### config.mk
export PLATFORM = sky130hd
export DESIGN_NAME = ddifd_top
export DESIGN_NICKNAME = d
export VERILOG_FILES = /design/src/ddifd_pkg.sv /design/src/ddifd_qual_if.sv /design/src/ddifd_top.sv /design/src/ddifd_qual.sv
export SDC_FILE = /design/constraint.sdc
export NUM_CORES = 1
export LEC_CHECK = 0
export CAP_MARGIN = 20
export CELL_PAD_IN_SITES_DETAIL_PLACEMENT = 2
export CELL_PAD_IN_SITES_GLOBAL_PLACEMENT = 2
export CORE_AREA = 3 3 203 205
export CTS_BUF_LIST = sky130_fd_sc_hd__clkbuf_4 sky130_fd_sc_hd__clkbuf_8
export DETAILED_ROUTE_END_ITERATION = 10
export DIE_AREA = 0 0 206 208
export DONT_BUFFER_PORTS = 1
export GPL_ROUTABILITY_DRIVEN = 0
export GPL_TIMING_DRIVEN = 0
export HOLD_SLACK_MARGIN = 0.02
export PLACE_DENSITY = 0.85
export SYNTH_ARGS = -nofsm -noshare
export SYNTH_HDL_FRONTEND = slang
export SYNTH_HIERARCHICAL = 1
export SYNTH_SLANG_ARGS = --single-unit
### constraint.sdc
create_clock -name pclk -period 4.25 [get_ports pclk]
set_input_delay 0 -clock pclk [delete_from_list [all_inputs] [get_ports pclk]]
set_output_delay 0 -clock pclk [all_outputs]
set_load 0.02 [all_outputs]
### src/ddifd_pkg.sv
// Purpose: constants and types for the digital input function decoder
// Assumes: 200 MHz pclk, five digital input terminals, 6-bit selector codes
// Notes: Behaviour
// Behaviour
// - each of five terminals has its own function selector register
// - code 0 makes the terminal ignored entirely
// - code 1 clears an active alarm on rising edge
// - trip-locked alarms are never cleared from a terminal
// - code 2 low coasts the motor at once
// - code 3 low coasts; falling edge clears the alarm
// - code 4 low starts quick-stop ramp down
// - code 5 low brakes with DC, only if time and voltage nonzero
// - code 6 low ramps motor down to standstill
// - code 7 high runs, low stops
// - code 8 pulse held 14 ms latches start unless stopped; stop cancels
// - code 9 high reverses without starting; off in closed loop
// - code 10 starts and reverses; other start not used with it; off closed loop
// - code 11 allows only clockwise, code 12 only anticlockwise
// - code 13 forces jog unless coast, quick stop or DC brake
// - code 14 freezes reference; only speed up/down change it; kept on stop
// - code 15 holds output frequency; only speed up/down change it
// - codes 19-24 and 31-33 decode to auxiliary function levels
// - codes 26-27 first two terminals; 28,29,34-36 last two; 30 last only
// - pulse reference/feedback refused on fourth terminal when pulse output set
// - speed pulses need 14 ms high, 14 ms low; one step each
// - frozen output stops only on coast, quick stop or DC brake
package ddifd_pkg;
  localparam int NUM_TERM = 5;
  localparam int SEL_W = 6;
  localparam int VAL_W = 16;
  localparam int CNT_W = 22;
  localparam int CLK_KHZ = 200000;
  localparam int PULSE_MIN_MS = 14;
  localparam int PULSE_MIN_CYC = PULSE_MIN_MS * CLK_KHZ;

  localparam logic [5:0] FN_NONE = 6'h00;
  localparam logic [5:0] FN_RESET = 6'h01;
  localparam logic [5:0] FN_COAST_LOW = 6'h02;
  localparam logic [5:0] FN_CLEAR_AND_FREEWHEEL_LOW = 6'h03;
  localparam logic [5:0] FN_QSTOP_LOW = 6'h04;
  localparam logic [5:0] FN_DC_HOLD_BRAKE_LOW = 6'h05;
  localparam logic [5:0] FN_STOP_LOW = 6'h06;
  localparam logic [5:0] FN_START = 6'h07;
  localparam logic [5:0] FN_LATCH_START = 6'h08;
  localparam logic [5:0] FN_REVERSE = 6'h09;
  localparam logic [5:0] FN_START_REV = 6'h0a;
  localparam logic [5:0] FN_FWD_ONLY = 6'h0b;
  localparam logic [5:0] FN_REV_ONLY = 6'h0c;
  localparam logic [5:0] FN_INCH_OVERRIDE = 6'h0d;
  localparam logic [5:0] FN_HOLD_REF = 6'h0e;
  localparam logic [5:0] FN_HOLD_OUT = 6'h0f;
  localparam logic [5:0] FN_SPEED_UP = 6'h10;
  localparam logic [5:0] FN_SPEED_DOWN = 6'h11;
  localparam logic [5:0] FN_AUX_BASE = 6'h13;
  localparam logic [5:0] FN_GAP = 6'h19;
  localparam logic [5:0] FN_ACCURATE_HALT_LOW = 6'h1a;
  localparam logic [5:0] FN_PRECISE_SS = 6'h1b;
  localparam logic [5:0] FN_PULSE_REF = 6'h1c;
  localparam logic [5:0] FN_PULSE_FB = 6'h1d;
  localparam logic [5:0] FN_PULSE_IN = 6'h1e;
  localparam logic [5:0] FN_RESET_START = 6'h21;
  localparam logic [5:0] FN_ENC_REF = 6'h22;
  localparam logic [5:0] FN_ENC_IN = 6'h24;
  localparam int AUX_W = 18;

  localparam logic [7:0] OFS_SEL0 = 8'h00;
  localparam logic [7:0] OFS_CTRL = 8'h14;
  localparam logic [7:0] OFS_STAT = 8'h18;
  localparam logic [7:0] OFS_FREF = 8'h1c;
  localparam logic [7:0] OFS_FOUT = 8'h20;
  localparam logic [7:0] OFS_AUX = 8'h24;
  localparam logic [29:0] SEL_RESET = {6'h00, 6'h0d, 6'h03, 6'h09, 6'h07};
  localparam logic [3:0] CTRL_RESET = 4'h0;
  localparam int CTRL_CLOSED_LOOP = 0;
  localparam int CTRL_PULSE_OUT = 1;
  localparam int CTRL_DCB_TIME_NZ = 2;
  localparam int CTRL_DCB_VOLT_NZ = 3;
  localparam int STAT_W = 10;

  typedef enum logic [1:0] {
    LS_IDLE = 2'b01,
    LS_RUN = 2'b10
  } ddifd_latch_type;
endpackage : ddifd_pkg

### src/ddifd_qual_if.sv
`timescale 1ns/1ps
`default_nettype none
interface ddifd_qual_if #(parameter int N = 5);
  logic [N-1:0] level;
  logic [N-1:0] long_pulse;
  modport qualifier(input level, output long_pulse);
  modport user(output level, input long_pulse);
endinterface : ddifd_qual_if
`default_nettype wire

### src/ddifd_top.sv
// Purpose: decode five digital input terminals into drive commands
// Assumes: APB slave, zero wait states, terminals synchronous to pclk
// Notes: frozen values live in registers software may save and restore
//
// Chosen here: the address map and the APB register port.
`timescale 1ns/1ps
`default_nettype none
module ddifd_top
  import ddifd_pkg::*;
#(
  parameter int PULSE_CYC = PULSE_MIN_CYC
) (
  input wire logic pclk,
  input wire logic presetn,
  input wire logic psel,
  input wire logic penable,
  input wire logic pwrite,
  input wire logic [7:0] paddr,
  input wire logic [31:0] pwdata,
  output logic [31:0] prdata,
  output logic pready,
  output logic pslverr,
  input wire logic [NUM_TERM-1:0] din,
  input wire logic alarm_active,
  input wire logic trip_locked,
  input wire logic [VAL_W-1:0] ref_now,
  input wire logic [VAL_W-1:0] freq_now,
  output logic alarm_clear,
  output logic coast,
  output logic quick_stop,
  output logic dc_hold_brake,
  output logic ramp_stop,
  output logic run,
  output logic reverse,
  output logic inch_override,
  output logic ref_frozen,
  output logic out_frozen,
  output logic [VAL_W-1:0] ref_hold,
  output logic [VAL_W-1:0] freq_hold,
  output logic [AUX_W-1:0] aux_level
);
  logic [NUM_TERM-1:0][SEL_W-1:0] sel;
  logic [3:0] ctrl;
  logic [NUM_TERM-1:0][SEL_W-1:0] code;
  logic [NUM_TERM-1:0] din_q;
  logic [NUM_TERM-1:0] rise;
  logic [NUM_TERM-1:0] fall;
  logic coast_c, quick_c, dcb_c, stop_c, halt_c, start_c, rev_c, jog_c, clr_c;
  logic hold_ref_c, hold_out_c, up_c, dn_c;
  logic [AUX_W-1:0] aux_c;
  ddifd_latch_type ls, next_ls;
  logic next_run;
  logic wr, rd_setup, hit;
  ddifd_qual_if #(.N(NUM_TERM)) qif ();

  // code legal on terminal t (0-based)?
  function automatic logic code_ok(input logic [SEL_W-1:0] c, input int t, input logic pout);
    logic ok;
    ok = (c <= FN_ENC_IN) && (c != 6'h12) && (c != FN_GAP);
    if (c == FN_ACCURATE_HALT_LOW || c == FN_PRECISE_SS) begin
      ok = (t < 2);
    end
    if (c == FN_PULSE_REF || c == FN_PULSE_FB) begin
      ok = (t == 4) || (t == 3 && !pout);
    end
    if (c == FN_PULSE_IN) begin
      ok = (t == 4);
    end
    if (c >= FN_ENC_REF && c <= FN_ENC_IN) begin
      ok = (t >= 3);
    end
    return ok;
  endfunction : code_ok

  // any terminal carrying function fn shows v high
  function automatic logic any_fn(input logic [NUM_TERM-1:0][SEL_W-1:0] cs,
                                  input logic [NUM_TERM-1:0] v, input logic [SEL_W-1:0] fn);
    logic r;
    r = 1'b0;
    for (int i = 0; i < NUM_TERM; i++) begin
      r = r | ((cs[i] == fn) & v[i]);
    end
    return r;
  endfunction : any_fn

  // one step per qualified pulse, down wins, saturating both ways
  function automatic logic [VAL_W-1:0] step(input logic [VAL_W-1:0] v, input logic up,
                                            input logic dn);
    logic [VAL_W-1:0] r;
    r = v;
    if (dn) begin
      r = (v == '0) ? v : v - 1'b1;
    end else if (up) begin
      r = (v == '1) ? v : v + 1'b1;
    end
    return r;
  endfunction : step

  always_comb begin
    for (int i = 0; i < NUM_TERM; i++) begin
      code[i] = code_ok(sel[i], i, ctrl[CTRL_PULSE_OUT]) ? sel[i] : FN_NONE;
    end
  end

  assign rise = din & ~din_q;
  assign fall = ~din & din_q;
  assign qif.level = din;

  ddifd_qual #(.N(NUM_TERM), .MIN_CYC(PULSE_CYC)) u_qual (
    .pclk(pclk),
    .presetn(presetn),
    .q(qif.qualifier)
  );

  always_comb begin
    coast_c = any_fn(code, ~din, FN_COAST_LOW) | any_fn(code, ~din, FN_CLEAR_AND_FREEWHEEL_LOW);
    quick_c = any_fn(code, ~din, FN_QSTOP_LOW);
    dcb_c = any_fn(code, ~din, FN_DC_HOLD_BRAKE_LOW) & ctrl[CTRL_DCB_TIME_NZ]
            & ctrl[CTRL_DCB_VOLT_NZ];
    stop_c = any_fn(code, ~din, FN_STOP_LOW) | any_fn(code, ~din, FN_ACCURATE_HALT_LOW);
    halt_c = coast_c | quick_c | dcb_c | stop_c;
    start_c = any_fn(code, din, FN_START)
              | (any_fn(code, din, FN_START_REV) & ~ctrl[CTRL_CLOSED_LOOP])
              | any_fn(code, din, FN_FWD_ONLY) | any_fn(code, din, FN_REV_ONLY)
              | any_fn(code, din, FN_RESET_START);
    if (any_fn(code, din, FN_REV_ONLY)) begin
      rev_c = 1'b1;
    end else if (any_fn(code, din, FN_FWD_ONLY)) begin
      rev_c = 1'b0;
    end else begin
      rev_c = (any_fn(code, din, FN_REVERSE) | any_fn(code, din, FN_START_REV))
              & ~ctrl[CTRL_CLOSED_LOOP];
    end
    jog_c = any_fn(code, din, FN_INCH_OVERRIDE) & ~(coast_c | quick_c | dcb_c);
    // trip-locked alarms only clear by a power cycle, so the pin path is blocked
    clr_c = (any_fn(code, rise, FN_RESET) | any_fn(code, fall, FN_CLEAR_AND_FREEWHEEL_LOW)
             | any_fn(code, rise, FN_RESET_START)) & alarm_active & ~trip_locked;
    hold_ref_c = any_fn(code, din, FN_HOLD_REF);
    hold_out_c = any_fn(code, din, FN_HOLD_OUT);
    up_c = any_fn(code, qif.long_pulse, FN_SPEED_UP);
    dn_c = any_fn(code, qif.long_pulse, FN_SPEED_DOWN);
    for (int k = 0; k < AUX_W; k++) begin
      aux_c[k] = any_fn(code, din, FN_AUX_BASE + SEL_W'(k));
    end
  end

  always_comb begin
    next_ls = ls;
    case (ls)
      LS_IDLE: begin
        if (any_fn(code, qif.long_pulse, FN_LATCH_START) && !halt_c) begin
          next_ls = LS_RUN;
        end
      end
      LS_RUN: begin
        if (halt_c || !any_fn(code, '1, FN_LATCH_START)) begin
          next_ls = LS_IDLE;
        end
      end
      default: next_ls = LS_IDLE;
    endcase
  end

  always_comb begin
    if (out_frozen) begin
      next_run = (run | start_c | (next_ls == LS_RUN)) & ~(coast_c | quick_c | dcb_c);
    end else begin
      next_run = (start_c | (next_ls == LS_RUN)) & ~halt_c;
    end
  end

  always_ff @(posedge pclk or negedge presetn) begin
    if (!presetn) begin
      ls <= LS_IDLE;
      din_q <= '0;
    end else begin
      ls <= next_ls;
      din_q <= din;
    end
  end

  always_ff @(posedge pclk or negedge presetn) begin
    if (!presetn) begin
      alarm_clear <= 1'b0;
      coast <= 1'b0;
      quick_stop <= 1'b0;
      dc_hold_brake <= 1'b0;
      ramp_stop <= 1'b0;
      run <= 1'b0;
      reverse <= 1'b0;
      inch_override <= 1'b0;
      aux_level <= '0;
    end else begin
      alarm_clear <= clr_c;
      coast <= coast_c;
      quick_stop <= quick_c;
      dc_hold_brake <= dcb_c;
      ramp_stop <= stop_c;
      run <= next_run;
      reverse <= rev_c;
      inch_override <= jog_c;
      aux_level <= aux_c;
    end
  end

  // apb: zero wait, read data registered in the setup cycle
  assign pready = 1'b1;
  assign hit = (paddr[1:0] == 2'b00) && (paddr <= OFS_AUX);
  assign pslverr = psel & penable & ~hit;
  assign wr = psel & penable & pwrite & hit;
  assign rd_setup = psel & ~penable & ~pwrite;

  // freeze registers: capture on entry, steps while held, value kept after release
  always_ff @(posedge pclk or negedge presetn) begin
    if (!presetn) begin
      ref_frozen <= 1'b0;
      ref_hold <= '0;
    end else begin
      ref_frozen <= hold_ref_c;
      if (hold_ref_c && !ref_frozen) begin
        ref_hold <= ref_now;
      end else if (hold_ref_c) begin
        ref_hold <= step(ref_hold, up_c, dn_c);
      end else if (wr && paddr == OFS_FREF) begin
        ref_hold <= pwdata[VAL_W-1:0];
      end
    end
  end

  always_ff @(posedge pclk or negedge presetn) begin
    if (!presetn) begin
      out_frozen <= 1'b0;
      freq_hold <= '0;
    end else begin
      out_frozen <= hold_out_c;
      if (hold_out_c && !out_frozen) begin
        freq_hold <= freq_now;
      end else if (hold_out_c) begin
        freq_hold <= step(freq_hold, up_c, dn_c);
      end else if (wr && paddr == OFS_FOUT) begin
        freq_hold <= pwdata[VAL_W-1:0];
      end
    end
  end

  always_ff @(posedge pclk or negedge presetn) begin
    if (!presetn) begin
      sel <= SEL_RESET;
      ctrl <= CTRL_RESET;
    end else if (wr) begin
      if (paddr < OFS_CTRL) begin
        sel[paddr[4:2]] <= pwdata[SEL_W-1:0];
      end else if (paddr == OFS_CTRL) begin
        ctrl <= pwdata[3:0];
      end
    end
  end

  always_ff @(posedge pclk or negedge presetn) begin
    if (!presetn) begin
      prdata <= '0;
    end else if (rd_setup) begin
      prdata <= '0;
      if (paddr[1:0] == 2'b00) begin
        if (paddr < OFS_CTRL) begin
          prdata[SEL_W-1:0] <= sel[paddr[4:2]];
        end else if (paddr == OFS_CTRL) begin
          prdata[3:0] <= ctrl;
        end else if (paddr == OFS_STAT) begin
          prdata[STAT_W-1:0] <= {ls == LS_RUN, out_frozen, ref_frozen, inch_override, reverse,
                                 run, ramp_stop, dc_hold_brake, quick_stop, coast};
        end else if (paddr == OFS_FREF) begin
          prdata[VAL_W-1:0] <= ref_hold;
        end else if (paddr == OFS_FOUT) begin
          prdata[VAL_W-1:0] <= freq_hold;
        end else if (paddr == OFS_AUX) begin
          prdata[AUX_W-1:0] <= aux_level;
        end
      end
    end
  end
endmodule : ddifd_top
`default_nettype wire

### src/ddifd_qual.sv
// Purpose: per-terminal minimum high/low pulse qualifier
// Assumes: terminal levels already synchronous to pclk
// Notes: one pulse per high phase; a new one needs a qualified low first
`timescale 1ns/1ps
`default_nettype none
module ddifd_qual
  import ddifd_pkg::*;
#(
  parameter int N = NUM_TERM,
  parameter int MIN_CYC = PULSE_MIN_CYC
) (
  input wire logic pclk,
  input wire logic presetn,
  ddifd_qual_if.qualifier q
);
  localparam logic [CNT_W-1:0] LAST = CNT_W'(MIN_CYC - 1);
  logic [N-1:0][CNT_W-1:0] cnt;
  logic [N-1:0] prev;
  logic [N-1:0] armed;
  logic [N-1:0] reached;
  logic [N-1:0] pulse;

  always_comb begin
    for (int i = 0; i < N; i++) begin
      reached[i] = (q.level[i] == prev[i]) && (cnt[i] == LAST);
    end
  end

  // duration counter restarts on every level change and saturates
  always_ff @(posedge pclk or negedge presetn) begin
    if (!presetn) begin
      cnt <= '0;
      prev <= '0;
    end else begin
      prev <= q.level;
      for (int i = 0; i < N; i++) begin
        if (q.level[i] != prev[i]) begin
          cnt[i] <= '0;
        end else if (cnt[i] != LAST) begin
          cnt[i] <= cnt[i] + 1'b1;
        end
      end
    end
  end

  always_ff @(posedge pclk or negedge presetn) begin
    if (!presetn) begin
      armed <= '1;
      pulse <= '0;
    end else begin
      for (int i = 0; i < N; i++) begin
        pulse[i] <= reached[i] & q.level[i] & armed[i];
        if (reached[i] && q.level[i]) begin
          armed[i] <= 1'b0;
        end else if (reached[i] && !q.level[i]) begin
          armed[i] <= 1'b1;
        end
      end
    end
  end

  assign q.long_pulse = pulse;
endmodule : ddifd_qual
`default_nettype wire

==> out/summary.txt <==
maximum clock rate: 217 MHz
layout cells sized above 1: 15.7%
Die ar.: 42800 µm²
vias in the first global route: 18100
Slew HR: 5.61%
root buf cell: clkbuf_8
max-slew violations: 0
mux contribution to synthesized area: 6.31%
Worst-Skew Late Latency: 0.65 ns
Syn Std Cell Area: 16200 µm²
Critical R2R Launch: sel[18]
chip height: 208 µm
RSZ-0062 raised after global routing: true
first-pass GRT wire length: 113 mm
fin nets: 2085
minimum clock period: 4.60 ns
# hold bufs at CTS: 68
CTS tree: yes
GR Overflow Total: 0
DRT Pass-1 Iters: 5
Ports: 178
post-synthesis sequential area ratio: 37.8%
Pleak: 0.00797 µW
final setup fails: 11
Met2 Wirelength: 36.2 mm
most used cell, CP: o211ai_1
slew of the pin with the lowest slew margin: 1.41 ns
ys async rst share: 100%
failing checks: negative hold slack, negative setup slack
Syn. warnings: 6
WL met3: 7.76 mm
crit path from: sel[18]
Arr. time, crit path: 5.12 ns
Max H-tree Level: 2
simple-gate share of the synthesized area: 26.3%
Sink Count: 244
met1 WL: 29.0 mm
critical path cell sequence: buf_2 -> nand2b_1 -> nor3_1 -> and3_4 -> or2_4 -> buf_12 -> ha_2 -> nand3_1 -> o211ai_1 -> buf_4 -> o41ai_4 -> o211ai_1 -> a21oi_2 -> o21ai_0 -> xnor2_1 -> a21bo_1 -> a22o_1
Startpoint Class: flip-flop
worst-case clock buffer depth: 3
vias per inst: 6.70
critical path's slowest cell: dfstp_2
crit path max fanout: 10
Top delay family on crit path: compound AO/OA/AOI/OAI gates
top_reg_cell synth: dfrtp_1
Horiz. Die Dim: 206 µm
endpoint class of the critical path: flip-flop
area delta synth->final: 17.8%
post-synthesis compound-gate area fraction: 16.0%
DRC violations left: 0
Post-Synth XOR/XNOR Area: 5.89%
Critical path buffers and inverters: 3
IO Port Bufs: 0
r2r worst-path depth: 17
count of standard-cell rows: 73
routed len/inst: 31.3 µm
ratio of final minimum period to clock period: 108%
pin count of the biggest net entering global routing: 245
Initial Util: 40.9%
Clock transition at path regs: 0.09 ns
Post-synth EDFFs: 0
CP Capture Point: freq_hold[15]
Final Skew: 0.0507 ns
main combinational cell family by area after synthesis: simple AND/OR/NAND/NOR gates
Final Hold Violating Endpoints: 244
final-layout fill cell count: 4242
area of the core: 39600 µm²
Worst path depth: 17
total power: 5550 µW
Hold WS: -0.951 ns
Synth cell types: 112
outcome: finished, violations left
Post-Synthesis Mean Instance Area: 8.94 µm²
Adder-Cell Fraction of Synth Area: 2.95%
final wirelength: 79.3 mm
CP Data Required Time: 4.77 ns
Detailed Route Iter0 Violations: 1532
VDD IR max: 0.000227 V
GRT Total Usage: 33.9%
Seq cells post-synth: 244
DP Cell Count: 2350
Top Metal Used: met5
worst reg-to-reg setup slack: -0.35 ns
Finished Layout Cells: 2534
antenna violations before repair: 16
Reg2Reg Capture Point: freq_hold[15]
Crit Path Class: flip-flop to flip-flop
CTS Buf Count: 47
Via Count: 17000
final setup margin: -0.348 ns
Max Cap Violations: 0
setup slack at placement: -0.913 ns
Crit path largest cell delay: 0.54 ns
Post-Syn Instances: 1811
P per Cell Area: 291 nW/µm²
ANT nets after route: 0
hpwl dp: 46.6 mm
Min-Delay Path Class: input pin to async pin
[cell usage after synthesis (all sizes together) (16+ instances only)]
library cell | number | area, µm²
a211oi | 16 | 130
a21oi | 87 | 435
a31oi | 21 | 131
and3 | 35 | 229
and4 | 17 | 151
buf | 61 | 389
clkbuf | 46 | 173
dfrtp | 228 | 5710
dfstp | 16 | 420
ha | 35 | 438
inv | 52 | 195
mux2 | 51 | 612
mux2i | 32 | 320
nand2 | 151 | 569
nand2b | 18 | 113
nand3 | 82 | 420
nand4 | 57 | 363
nor2 | 202 | 774
nor2b | 27 | 179
nor3 | 41 | 221
nor4 | 44 | 312
o211ai | 23 | 178
o21ai | 99 | 499
o22ai | 18 | 113
or3 | 19 | 119
xnor2 | 56 | 490
xor2 | 53 | 464
[power by group]
group	switching [µW]	internal, µW	leakage [µW]
Combinational	257	145	0.00415
Clock	1180	1520	0.000564
Sequential	86.6	2360	0.00326
Total	1520	4030	0.00797
[layout make-up]
cell class / instances / area (µm²) / share of cell area, %
diodes: 8 / 20.0 / 0.105
plain buffers: 105 / 561 / 2.94
clock buffers: 79 / 987 / 5.17
clock inverters: 7 / 60.1 / 0.315
inverters: 54 / 203 / 1.06
multi-input cells: 1420 / 9570 / 50.2
flip-flops and latches: 244 / 6130 / 32.1
well taps: 525 / 657 / 3.44
repair buffers: 92 / 896 / 4.70
[kinds of logic (layout without fill, tap and decap cells)]
logic type,count (synthesis),in the layout
AO/OA/AOI/OAI,386,386
XOR/XNOR,109,109
adder cells (fa/ha/maj),37,37
buffers and inverters,161,337
flip-flops,244,244
multiplexers,87,87
other,2,24
AND/OR/NAND/NOR,785,785
[per-stage QoR]
stage	setup TNS (ns)	util, %	hold WS [ns]	area [µm²]
floorplan	0	-	-0.296	16200
global placement	-6.84	42.6	-0.288	16900
detailed placement	-8.19	42.6	-0.288	16900
CTS	0	47.3	-0.955	18700
global route	-2.54	48.1	-0.968	19100
finish	-1.43	48.1	-0.951	19100
[how the worst min path moves through the flow]
stage | from | end | depth (start not counted)
2_1_floorplan | presetn | alarm_clear | 0
3_3_place_gp | presetn | ref_hold[6] | 0
3_5_place_dp | presetn | ref_hold[4] | 0
4_1_cts | presetn | prdata[5] | 0
5_1_grt | presetn | aux_level[10] | 0
6_report | presetn | aux_level[11] | 0
[per-layer routing]
layer	global-route usage [%]	vias to the layer above
li1	-	6987
met1	39.3	8597
met2	54.7	954
met3	10.4	416
met4	20.5	12
met5	0	-
[placed cells by master, fill, tap and decap left out, types with 14 or more instances in the layout]
cell type and instances:
dfrtp_1 227, nor2_1 198, nand2_1 149, o21ai_0 90, nand3_1 78, a21oi_1 78, dlygate4sd3_1 68, clkbuf_8 63
nand4_1 56, xnor2_1 56, xor2_1 53, inv_1 48, clkbuf_1 46, buf_4 42, nor4_1 41, nor3_1 39
and3_1 33, mux2i_1 32, mux2_2 32, buf_2 30, ha_1 30, nor2b_1 22, o211ai_1 22, a31oi_1 21
or3_1 19, nand2b_1 18, o22ai_1 18, conb_1 16, clkbuf_4 16, dfstp_2 16, and4_1 15, a211oi_1 14
[sequential cells by signal, summed over array words and instances, names as in the netlist, 2 cells and up]
name                 count
u_qual/armed             5
prdata                  18
sel                     30
aux_level               18
ref_hold                16
ls                       2
freq_hold               16
u_qual/prev              5
ctrl                     4
u_qual/cnt             110
u_qual/q.long_pulse      5
din_q                    5
[timing repair]
item	in CTS	in global routing
setup buffers	5	17
hold endpoints to repair	444	244
gates cloned	0	2
resized for setup	13	37
setup endpoints to repair	19	17
pin swaps	5	13
Note: power is estimated with default switching activity, not from simulation.
